===== src/rtl/ftac_pkg.sv =====
package ftac_pkg;

	// System clock timing.
	localparam int CLK_PERIOD_NS = 25;
	localparam int NS_PER_US = 1000;
	localparam int CLK_PER_US = NS_PER_US / CLK_PERIOD_NS;

	// Nominal pixel clock of the output link, in MHz.
	localparam int PIX_CLK_MHZ = 85;

	// Frame overhead phase length; the figure is a plain default.
	localparam int FOT_TIME_US = 10;
	localparam int FOT_CYCLES = FOT_TIME_US * CLK_PER_US;

	// Datapath widths.
	localparam int EXP_W = 20;
	localparam int CYC_W = 32;
	localparam int DIM_W = 13;
	localparam int MAX_TAPS = 10;
	localparam int TAP_W = 4;
	localparam int TAP_CODE_W = 2;

	// Tap configuration codes and the tap counts they select.
	localparam logic [TAP_CODE_W-1:0] TAP_CODE_2 = 2'h0;
	localparam logic [TAP_CODE_W-1:0] TAP_CODE_4 = 2'h1;
	localparam logic [TAP_CODE_W-1:0] TAP_CODE_8 = 2'h2;
	localparam logic [TAP_CODE_W-1:0] TAP_CODE_10 = 2'h3;
	localparam logic [TAP_W-1:0] TAPS_2 = 4'h2;
	localparam logic [TAP_W-1:0] TAPS_4 = 4'h4;
	localparam logic [TAP_W-1:0] TAPS_8 = 4'h8;
	localparam logic [TAP_W-1:0] TAPS_10 = 4'ha;
	localparam logic [TAP_CODE_W-1:0] RST_TAP_CODE = TAP_CODE_2;

	// Serial tap command: eight bits, MSB first, opcode in the upper nibble.
	localparam int CFG_CMD_W = 8;
	localparam int CFG_CNT_W = 4;
	localparam int CFG_OP_MSB = 7;
	localparam int CFG_OP_LSB = 4;
	localparam logic [3:0] CFG_OP_TAP = 4'ha;
	localparam logic [CFG_CNT_W-1:0] CFG_CMD_BITS = 4'h8;

	typedef enum logic [2:0] {
		EXP_IDLE = 3'b001,
		EXP_ACTIVE = 3'b010,
		EXP_FOT = 3'b100
	} ftac_exp_state_t;

endpackage


===== src/rtl/ftac_sync3.sv =====
`timescale 1ns/100ps
module ftac_sync3 #(
	parameter logic RST_VAL = 1'b0
) (
	input wire logic i_clk,
	input wire logic i_sys_rst,
	input wire logic i_async,
	output logic o_level
);
	logic meta_reg;
	logic s2_reg;
	logic s3_reg;

	always_ff @(posedge i_clk) begin
		if (i_sys_rst) begin
			meta_reg <= RST_VAL;
			s2_reg <= RST_VAL;
			s3_reg <= RST_VAL;
		end else begin
			meta_reg <= i_async;
			s2_reg <= meta_reg;
			s3_reg <= s2_reg;
		end
	end

	// A change is accepted only once the last two stages agree.
	always_ff @(posedge i_clk) begin
		if (i_sys_rst) begin
			o_level <= RST_VAL;
		end else if (s2_reg == s3_reg) begin
			o_level <= s3_reg;
		end
	end
endmodule // ftac_sync3


===== src/rtl/ftac_readout.sv =====
`timescale 1ns/100ps
module ftac_readout (
	input wire logic i_clk,
	input wire logic i_sys_rst,
	input wire logic i_start,
	input wire logic [ftac_pkg::TAP_W-1:0] i_taps,
	input wire logic [ftac_pkg::DIM_W-1:0] i_width,
	input wire logic [ftac_pkg::DIM_W-1:0] i_height,
	output logic o_busy,
	output logic o_done,
	output logic [ftac_pkg::DIM_W-1:0] o_col_base,
	output logic [ftac_pkg::DIM_W-1:0] o_line,
	output logic [ftac_pkg::MAX_TAPS-1:0] o_tap_mask,
	output logic [ftac_pkg::CYC_W-1:0] o_last_cycles
);
	import ftac_pkg::*;

	logic [CYC_W-1:0] cyc_reg;
	logic [DIM_W:0] col_sum;
	logic col_last;
	logic line_last;

	assign col_sum = {1'b0, o_col_base} + {{(DIM_W+1-TAP_W){1'b0}}, i_taps};
	assign col_last = col_sum >= {1'b0, i_width};
	assign line_last = ({1'b0, o_line} + {{DIM_W{1'b0}}, 1'b1}) >= {1'b0, i_height};

	// Lines are read in order, one tap group per beat; a start always restarts.
	always_ff @(posedge i_clk) begin
		if (i_sys_rst) begin
			o_busy <= 1'b0;
			o_done <= 1'b0;
			o_col_base <= '0;
			o_line <= '0;
			cyc_reg <= '0;
			o_last_cycles <= '0;
		end else begin
			o_done <= 1'b0;
			if (i_start) begin
				o_busy <= 1'b1;
				o_col_base <= '0;
				o_line <= '0;
				cyc_reg <= {{(CYC_W-1){1'b0}}, 1'b1};
			end else if (o_busy) begin
				cyc_reg <= cyc_reg + {{(CYC_W-1){1'b0}}, 1'b1};
				if (col_last) begin
					o_col_base <= '0;
					if (line_last) begin
						o_busy <= 1'b0;
						o_done <= 1'b1;
						o_last_cycles <= cyc_reg;
					end else begin
						o_line <= o_line + {{(DIM_W-1){1'b0}}, 1'b1};
					end
				end else begin
					o_col_base <= col_sum[DIM_W-1:0];
				end
			end
		end
	end

	// Tap k carries column base+k, so adjacent pixels sit on adjacent taps.
	for (genvar k = 0; k < MAX_TAPS; k++) begin : g_tap
		localparam logic [DIM_W:0] TAP_IDX = (DIM_W+1)'(k);
		assign o_tap_mask[k] = o_busy && (TAP_IDX < {{(DIM_W+1-TAP_W){1'b0}}, i_taps})
			&& (({1'b0, o_col_base} + TAP_IDX) < {1'b0, i_width});
	end
endmodule // ftac_readout


===== src/rtl/ftac_ctrl.sv =====
`timescale 1ns/100ps
// Function
// - Free-run and external trigger modes.
// - Short exposure: period is one cycle longer than transfer time.
// - Long exposure: period is exposure time plus overhead phase plus one cycle.
// - External mode: wait, expose, then transfer.
// - Trigger source is CC1 or connector.
// - Selectable trigger polarity.
// - Exposure from pulse width or program.
// - New exposure overlaps ongoing transfer.
// - Overlap sustains rate of one per transfer.
// - Programmed exposure ignores triggers during exposure.
// - Two, four, eight or ten taps.
// - Pixels interleaved across taps.
// - Serial command changes tap count, except in free-run when exposure plus overhead is no longer than transfer.
// - Global exposure, lines read in order.
// - Overhead phase then automatic readout.
module ftac_ctrl (
	input wire logic i_clk,
	input wire logic i_sys_rst,
	input wire logic i_mode_ext,
	input wire logic i_trig_src_ext,
	input wire logic i_trig_pol_high,
	input wire logic i_exp_src_pulse,
	input wire logic [ftac_pkg::EXP_W-1:0] i_exposure_us,
	input wire logic [ftac_pkg::DIM_W-1:0] i_width,
	input wire logic [ftac_pkg::DIM_W-1:0] i_height,
	input wire logic i_cc1,
	input wire logic i_ext_trig,
	input wire logic i_cfg_clk,
	input wire logic i_cfg_data,
	input wire logic i_cfg_sel_n,
	output logic o_exposing,
	output logic o_frame_overhead_phase,
	output logic o_frame_valid,
	output logic o_frame_done,
	output logic [ftac_pkg::DIM_W-1:0] o_col_base,
	output logic [ftac_pkg::DIM_W-1:0] o_line,
	output logic [ftac_pkg::MAX_TAPS-1:0] o_tap_mask,
	output logic [ftac_pkg::TAP_CODE_W-1:0] o_tap_code,
	output logic o_trig_ignored,
	output logic o_xfer_overrun
);
	import ftac_pkg::*;

	ftac_exp_state_t exp_state_reg;
	ftac_exp_state_t exp_state_next;

	logic cc1_s;
	logic ext_s;
	logic cfg_clk_s;
	logic cfg_data_s;
	logic cfg_sel_n_s;

	logic trig_act;
	logic trig_prev_reg;
	logic trig_edge;
	logic int_fire;
	logic start_exp;
	logic exp_end;
	logic fot_end;
	logic ro_start;
	logic ro_busy;
	logic ro_done;

	logic [CYC_W-1:0] exp_cycles;
	logic xfer_known_reg;
	logic [CYC_W-1:0] period;
	logic [CYC_W-1:0] period_cnt_reg;
	logic [CYC_W-1:0] exp_cnt_reg;
	logic [CYC_W-1:0] fot_cnt_reg;

	logic cfg_clk_prev_reg;
	logic cfg_sel_prev_reg;
	logic [CFG_CMD_W-1:0] cfg_shift_reg;
	logic [CFG_CNT_W-1:0] cfg_cnt_reg;
	logic tap_pend_reg;
	logic [TAP_CODE_W-1:0] tap_pend_code_reg;
	logic [TAP_W-1:0] taps;

	ftac_sync3 #(.RST_VAL(1'b0)) u_sync_cc1 (
		.i_clk(i_clk),
		.i_sys_rst(i_sys_rst),
		.i_async(i_cc1),
		.o_level(cc1_s)
	);

	ftac_sync3 #(.RST_VAL(1'b0)) u_sync_ext (
		.i_clk(i_clk),
		.i_sys_rst(i_sys_rst),
		.i_async(i_ext_trig),
		.o_level(ext_s)
	);

	// The serial clock and data pass equal stages, so data stays aligned to its clock.
	ftac_sync3 #(.RST_VAL(1'b0)) u_sync_cfg_clk (
		.i_clk(i_clk),
		.i_sys_rst(i_sys_rst),
		.i_async(i_cfg_clk),
		.o_level(cfg_clk_s)
	);

	ftac_sync3 #(.RST_VAL(1'b0)) u_sync_cfg_data (
		.i_clk(i_clk),
		.i_sys_rst(i_sys_rst),
		.i_async(i_cfg_data),
		.o_level(cfg_data_s)
	);

	ftac_sync3 #(.RST_VAL(1'b1)) u_sync_cfg_sel (
		.i_clk(i_clk),
		.i_sys_rst(i_sys_rst),
		.i_async(i_cfg_sel_n),
		.o_level(cfg_sel_n_s)
	);

	assign trig_act = (i_trig_src_ext ? ext_s : cc1_s) ^ ~i_trig_pol_high;

	// Only the inactive-to-active edge starts anything.
	always_ff @(posedge i_clk) begin
		if (i_sys_rst) begin
			// Treat the pin as already active so, with active-low polarity, a held level after reset starts nothing.
			trig_prev_reg <= 1'b1;
		end else begin
			trig_prev_reg <= trig_act;
		end
	end

	assign trig_edge = trig_act & ~trig_prev_reg;

	assign start_exp = (exp_state_reg == EXP_IDLE) && (i_mode_ext ? trig_edge : int_fire);

	// Triggers arriving during exposure or overhead are dropped.
	always_ff @(posedge i_clk) begin
		if (i_sys_rst) begin
			o_trig_ignored <= 1'b0;
		end else begin
			o_trig_ignored <= i_mode_ext && trig_edge && (exp_state_reg != EXP_IDLE);
		end
	end

	assign exp_cycles = CYC_W'(i_exposure_us) * CYC_W'(CLK_PER_US);
	// Until one transfer has been timed, free-run waits for the readout to go idle.
	always_ff @(posedge i_clk) begin
		if (i_sys_rst) begin
			xfer_known_reg <= 1'b0;
		end else if (ro_done) begin
			xfer_known_reg <= 1'b1;
		end
	end

	// Free-run period is the longer of exposure and last transfer.
	logic [CYC_W-1:0] last_xfer;
	assign period = (exp_cycles > last_xfer) ? exp_cycles : last_xfer;

	// Counting from zero makes the period one cycle longer than the last transfer,
	// so the next readout start never lands on the last beat of the previous one.
	always_ff @(posedge i_clk) begin
		if (i_sys_rst) begin
			period_cnt_reg <= '0;
		end else if (start_exp) begin
			period_cnt_reg <= '0;
		end else if (period_cnt_reg != {CYC_W{1'b1}}) begin
			period_cnt_reg <= period_cnt_reg + {{(CYC_W-1){1'b0}}, 1'b1};
		end
	end

	assign int_fire = !i_mode_ext && (period_cnt_reg >= period) && (xfer_known_reg || !ro_busy);

	// Pulse-width exposure follows the trigger level.
	assign exp_end = (i_mode_ext && i_exp_src_pulse) ? !trig_act : (exp_cnt_reg >= exp_cycles);
	assign fot_end = fot_cnt_reg >= CYC_W'(FOT_CYCLES - 1);

	// Global exposure, overhead, then readout on its own.
	always_comb begin
		exp_state_next = exp_state_reg;
		case (exp_state_reg)
			EXP_IDLE: begin
				if (start_exp) begin
					exp_state_next = EXP_ACTIVE;
				end
			end
			EXP_ACTIVE: begin
				if (exp_end) begin
					exp_state_next = EXP_FOT;
				end
			end
			EXP_FOT: begin
				if (fot_end) begin
					exp_state_next = EXP_IDLE;
				end
			end
			default: begin
				exp_state_next = EXP_IDLE;
			end
		endcase
	end

	always_ff @(posedge i_clk) begin
		if (i_sys_rst) begin
			exp_state_reg <= EXP_IDLE;
		end else begin
			exp_state_reg <= exp_state_next;
		end
	end

	always_ff @(posedge i_clk) begin
		if (i_sys_rst) begin
			exp_cnt_reg <= '0;
		end else if (start_exp) begin
			exp_cnt_reg <= {{(CYC_W-1){1'b0}}, 1'b1};
		end else if (exp_state_reg == EXP_ACTIVE) begin
			exp_cnt_reg <= exp_cnt_reg + {{(CYC_W-1){1'b0}}, 1'b1};
		end
	end

	always_ff @(posedge i_clk) begin
		if (i_sys_rst) begin
			fot_cnt_reg <= '0;
		end else if (exp_state_reg == EXP_FOT) begin
			fot_cnt_reg <= fot_cnt_reg + {{(CYC_W-1){1'b0}}, 1'b1};
		end else begin
			fot_cnt_reg <= '0;
		end
	end

	always_ff @(posedge i_clk) begin
		if (i_sys_rst) begin
			o_exposing <= 1'b0;
			o_frame_overhead_phase <= 1'b0;
		end else begin
			o_exposing <= exp_state_next == EXP_ACTIVE;
			o_frame_overhead_phase <= exp_state_next == EXP_FOT;
		end
	end

	// Exposure runs regardless of readout, so the two overlap.
	assign ro_start = (exp_state_reg == EXP_FOT) && fot_end;

	// A start while still reading restarts the frame; flag it.
	always_ff @(posedge i_clk) begin
		if (i_sys_rst) begin
			o_xfer_overrun <= 1'b0;
		end else begin
			o_xfer_overrun <= ro_start && ro_busy;
		end
	end

	// Serial command shifted MSB first while select is low.
	always_ff @(posedge i_clk) begin
		if (i_sys_rst) begin
			cfg_clk_prev_reg <= 1'b0;
			cfg_sel_prev_reg <= 1'b1;
			cfg_shift_reg <= '0;
			cfg_cnt_reg <= '0;
		end else begin
			cfg_clk_prev_reg <= cfg_clk_s;
			cfg_sel_prev_reg <= cfg_sel_n_s;
			if (cfg_sel_n_s) begin
				cfg_cnt_reg <= '0;
			end else if (cfg_clk_s && !cfg_clk_prev_reg) begin
				cfg_shift_reg <= {cfg_shift_reg[CFG_CMD_W-2:0], cfg_data_s};
				if (cfg_cnt_reg != {CFG_CNT_W{1'b1}}) begin
					cfg_cnt_reg <= cfg_cnt_reg + {{(CFG_CNT_W-1){1'b0}}, 1'b1};
				end
			end
		end
	end

	// A new tap count waits for an idle readout so no frame mixes two layouts.
	always_ff @(posedge i_clk) begin
		if (i_sys_rst) begin
			tap_pend_reg <= 1'b0;
			tap_pend_code_reg <= RST_TAP_CODE;
			o_tap_code <= RST_TAP_CODE;
		end else begin
			if (cfg_sel_n_s && !cfg_sel_prev_reg && (cfg_cnt_reg == CFG_CMD_BITS)
				&& (cfg_shift_reg[CFG_OP_MSB:CFG_OP_LSB] == CFG_OP_TAP)) begin
				tap_pend_reg <= 1'b1;
				tap_pend_code_reg <= cfg_shift_reg[TAP_CODE_W-1:0];
			end else if (tap_pend_reg && !ro_busy && !ro_start) begin
				tap_pend_reg <= 1'b0;
				o_tap_code <= tap_pend_code_reg;
			end
		end
	end

	always_comb begin
		case (o_tap_code)
			TAP_CODE_2: taps = TAPS_2;
			TAP_CODE_4: taps = TAPS_4;
			TAP_CODE_8: taps = TAPS_8;
			TAP_CODE_10: taps = TAPS_10;
			default: taps = TAPS_2;
		endcase
	end

	ftac_readout u_readout (
		.i_clk(i_clk),
		.i_sys_rst(i_sys_rst),
		.i_start(ro_start),
		.i_taps(taps),
		.i_width(i_width),
		.i_height(i_height),
		.o_busy(ro_busy),
		.o_done(ro_done),
		.o_col_base(o_col_base),
		.o_line(o_line),
		.o_tap_mask(o_tap_mask),
		.o_last_cycles(last_xfer)
	);

	assign o_frame_valid = ro_busy;
	assign o_frame_done = ro_done;
endmodule // ftac_ctrl


===== config.mk =====
export PLATFORM = sky130hd
export DESIGN_NAME = ftac_ctrl
export DESIGN_NICKNAME = d
export VERILOG_FILES = /design/src/rtl/ftac_pkg.sv /design/src/rtl/ftac_sync3.sv /design/src/rtl/ftac_readout.sv /design/src/rtl/ftac_ctrl.sv
export SDC_FILE = /design/constraint.sdc
export NUM_CORES = 1
export LEC_CHECK = 0
export ABC_AREA = 1
export BUFFER_PORTS_ARGS = -buffer_cell sky130_fd_sc_hd__buf_2
export CAP_MARGIN = 10
export CORE_MARGIN = 5
export CORE_UTILIZATION = 30
export CTS_CLUSTER_DIAMETER = 80
export CTS_CLUSTER_SIZE = 30
export DETAILED_ROUTE_END_ITERATION = 6
export GPL_TIMING_DRIVEN = 1
export SLEW_MARGIN = 20
export SYNTH_ARGS = -nofsm -noshare
export SYNTH_HDL_FRONTEND = slang
export SYNTH_HIERARCHICAL = 1
export SYNTH_SLANG_ARGS = --single-unit

===== constraint.sdc =====
create_clock -name i_clk -period 6.84 [get_ports i_clk]
set_input_delay 0.342 -clock i_clk [delete_from_list [all_inputs] [get_ports i_clk]]
set_output_delay 0.342 -clock i_clk [all_outputs]
set_load 0.03 [all_outputs]

==> flow_summary.toml <==
[sta]
tightest_slew_ns = 1.08
max_slew_margin = 0.278
rsz0062_at_grt = "false"
fin_setup_tns_ns = 0
period_share = 0.825
fmax_mhz = 177
slew_violations = 0
fin_skew_ns = 0.0430
setup_viol_count_final = 0
final_hold_viol_count = 0
period_needed_ns = 5.64

[clock_network]
cts_root_buf = "clkbuf_16"
cts_tree = "done"
cts.clk_slew.worst_paths_ns = 0.09
htree_levels = 1
clk_path_buf_depth = 3
hold_buffers = 5
post-cts-setup-buffers = 0
cts_num_sinks = 236
cts_resized = 0
cts_buffers = 18
clkLatencyLatePin_ns = 0.55

[drt]
first_pass_iters = 5
vias_per_cell = 4.68
ant_nets = 0
wl_per_cell_um = 14.0
drcViolationCount = 0
dr.first_iter.drc_count = 1214
dr_total_vias = 18100
routed_wirelength_um = 54300

[floorplanning]
die_y_um = 267
die_x_um = 267
coreArea_um2 = 65600
start_util = 0.301
die_area_um2 = 71200
rows = 94
ios = 101

[global_routing]
grt_overflow = 0
first_global_vias = 16900
grt_usage = 0.147
grt_pass1_wl_um = 87000
antenna_found_initial = 1
grt_max_degree = 66

[critical_path]
r2r-start = "o_tap_code[1]"
worstPathMaxFanout = 63
cpMostUsedCell = "nand2_1"
cpLargestDelayFamily = "simple AND/OR/NAND/NOR gates"
cp.arrival_ns = 6.04
crit_start = "i_exposure_us[1]"
crit_type = "in -> reg"
cpPeakStageDelay_ns = 0.45
reg2reg_slack_ns = 2.36
crit_path_end_kind = "flip-flop"
cp_num_buf_inv = 3
cp.required_ns = 7.24
cpMaxStageDelayCell = "fa_1"
critical_path.startpoint_type = "primary input"

[placed_design]
gp_congestion = 0.952
place_area_um2 = 21200
io_buffers = 100
dp_hpwl_um = 42400

[logic_synthesis]
yosys-top-cells-area = "dfxtp_1 (24%), ha_1 (18%), nand2_1 (11%), nor2_1 (8.1%), inv_1 (7.7%)"
synth_edf_count = 0
synthesis.area_um2 = 19800
avgSynthCellArea_um2 = 6.80
yosys_warnings = 6
synthArstFlopShare = 0
syn_inst = 2908
ys_ff_latch = 236
netlist_top_cells_count = "nand2_1 (588), nor2_1 (428), inv_1 (407)"
synth.distinct_cells = 59
synth.top_cell.area_share = 0.239
ys_seq_area_frac = 0.239
yosysTopAreaCell = "dfxtp_1"
yosysMostFrequentCell = "nand2_1"
synth_flop_cell = "dfxtp_1"

[layout]
stdcell_area_um2 = 21900
n_fill_cell = 7153
syn_to_final_growth_pct = 10.7
nets = 3341
antenna_cells = 0
ff_latch_area_um2 = 4720
final_layout_size_suffix_gt1_frac = 0.0780
multi_input_area_um2 = 13200

[power]
vdd_drop_max_uv = 131
p_leak_nw = 10.5
p_per_area_nw_per_um2 = 144

[min_path]
worstHoldStart = "i_trig_pol_high"
hp-class = "in -> reg"

[status]
outcome = "complete, no violations"

[job]
cap_violations = 0
## layer usage
metal / wire, um / track usage
met5: 0 / 0
met4: 1340 / 0.0338
met3: 2480 / 0.0206
met2: 23300 / 0.235
met1: 27200 / 0.209
## final cells by class
class | instances | area share
well taps | 864 | 0.0494
repair buffers | 120 | 0.0309
flip-flops and latches | 236 | 0.216
clock buffers | 19 | 0.0212
multi-input cells | 2201 | 0.601
inverters | 425 | 0.0729
clock inverters | 13 | 0.00858
## kinds of logic (layout without fill, tap and decap cells)
family / after synthesis / count (layout) / synth area share
buffers and inverters: 474 / 577 / 0.0966
XOR/XNOR: 161 / 161 / 0.0717
other: 1 / 4 / 0.000190
AO/OA/AOI/OAI: 384 / 384 / 0.106
adder cells (fa/ha/maj): 282 / 282 / 0.179
AND/OR/NAND/NOR: 1365 / 1365 / 0.305
flip-flops: 236 / 236 / 0.239
multiplexers: 5 / 5 / 0.00266
## cells in the final DEF (no fill, tap or decap), drive strengths merged, types with 8 or more instances in the layout
cell and n:
nand2 603, nor2 461, inv 424, ha 280, dfxtp 236, a21oi 200, xor2 134, o21ai 122
buf 115, nand3 110, nor3 81, nand4 59, xnor2 27, clkbuf 19, nor4 19, nor3b 12
clkinv 12, a211oi 10, o21a 9, nand3b 9, a21o 8, o21bai 8, or2 8
## metrics by stage
step                      hold slack, ns   util  setup WS [ns]  power (mW)  cells
after global routing              0.0993  0.333          0.661        3.34   3878
final                             0.0889  0.333           1.20        3.15   3878
after detailed placement           0.393  0.323          0.772        2.01   3841
after CTS                         0.0726  0.333           1.31        3.21   3878
after global placement             0.393  0.323          0.962        2.01   3841
after floorplan                    0.385      -           1.84        1.84   2911
## power breakdown
group          internal, mW  leakage, nW  switching (mW)
sequential             1.38         1.90         0.00569
combinational         0.216         8.31           0.386
clock                 0.545        0.307           0.623
total                  2.14         10.5            1.01
## tightest hold or removal path: stages
cell	delay (ns)
buf_2	0.08
xnor2_1	0.10
nand2_1	0.06
## path summary, 6_finish.rpt
path | end | depth (start not counted)
max | period_cnt_reg[1] | 32
min | trig_prev_reg | 3
max reg2reg | u_readout/o_last_cycles[7] | 24
min reg2reg | u_sync_cc1/s2_reg | 2
(Power assumes the default switching activity.)
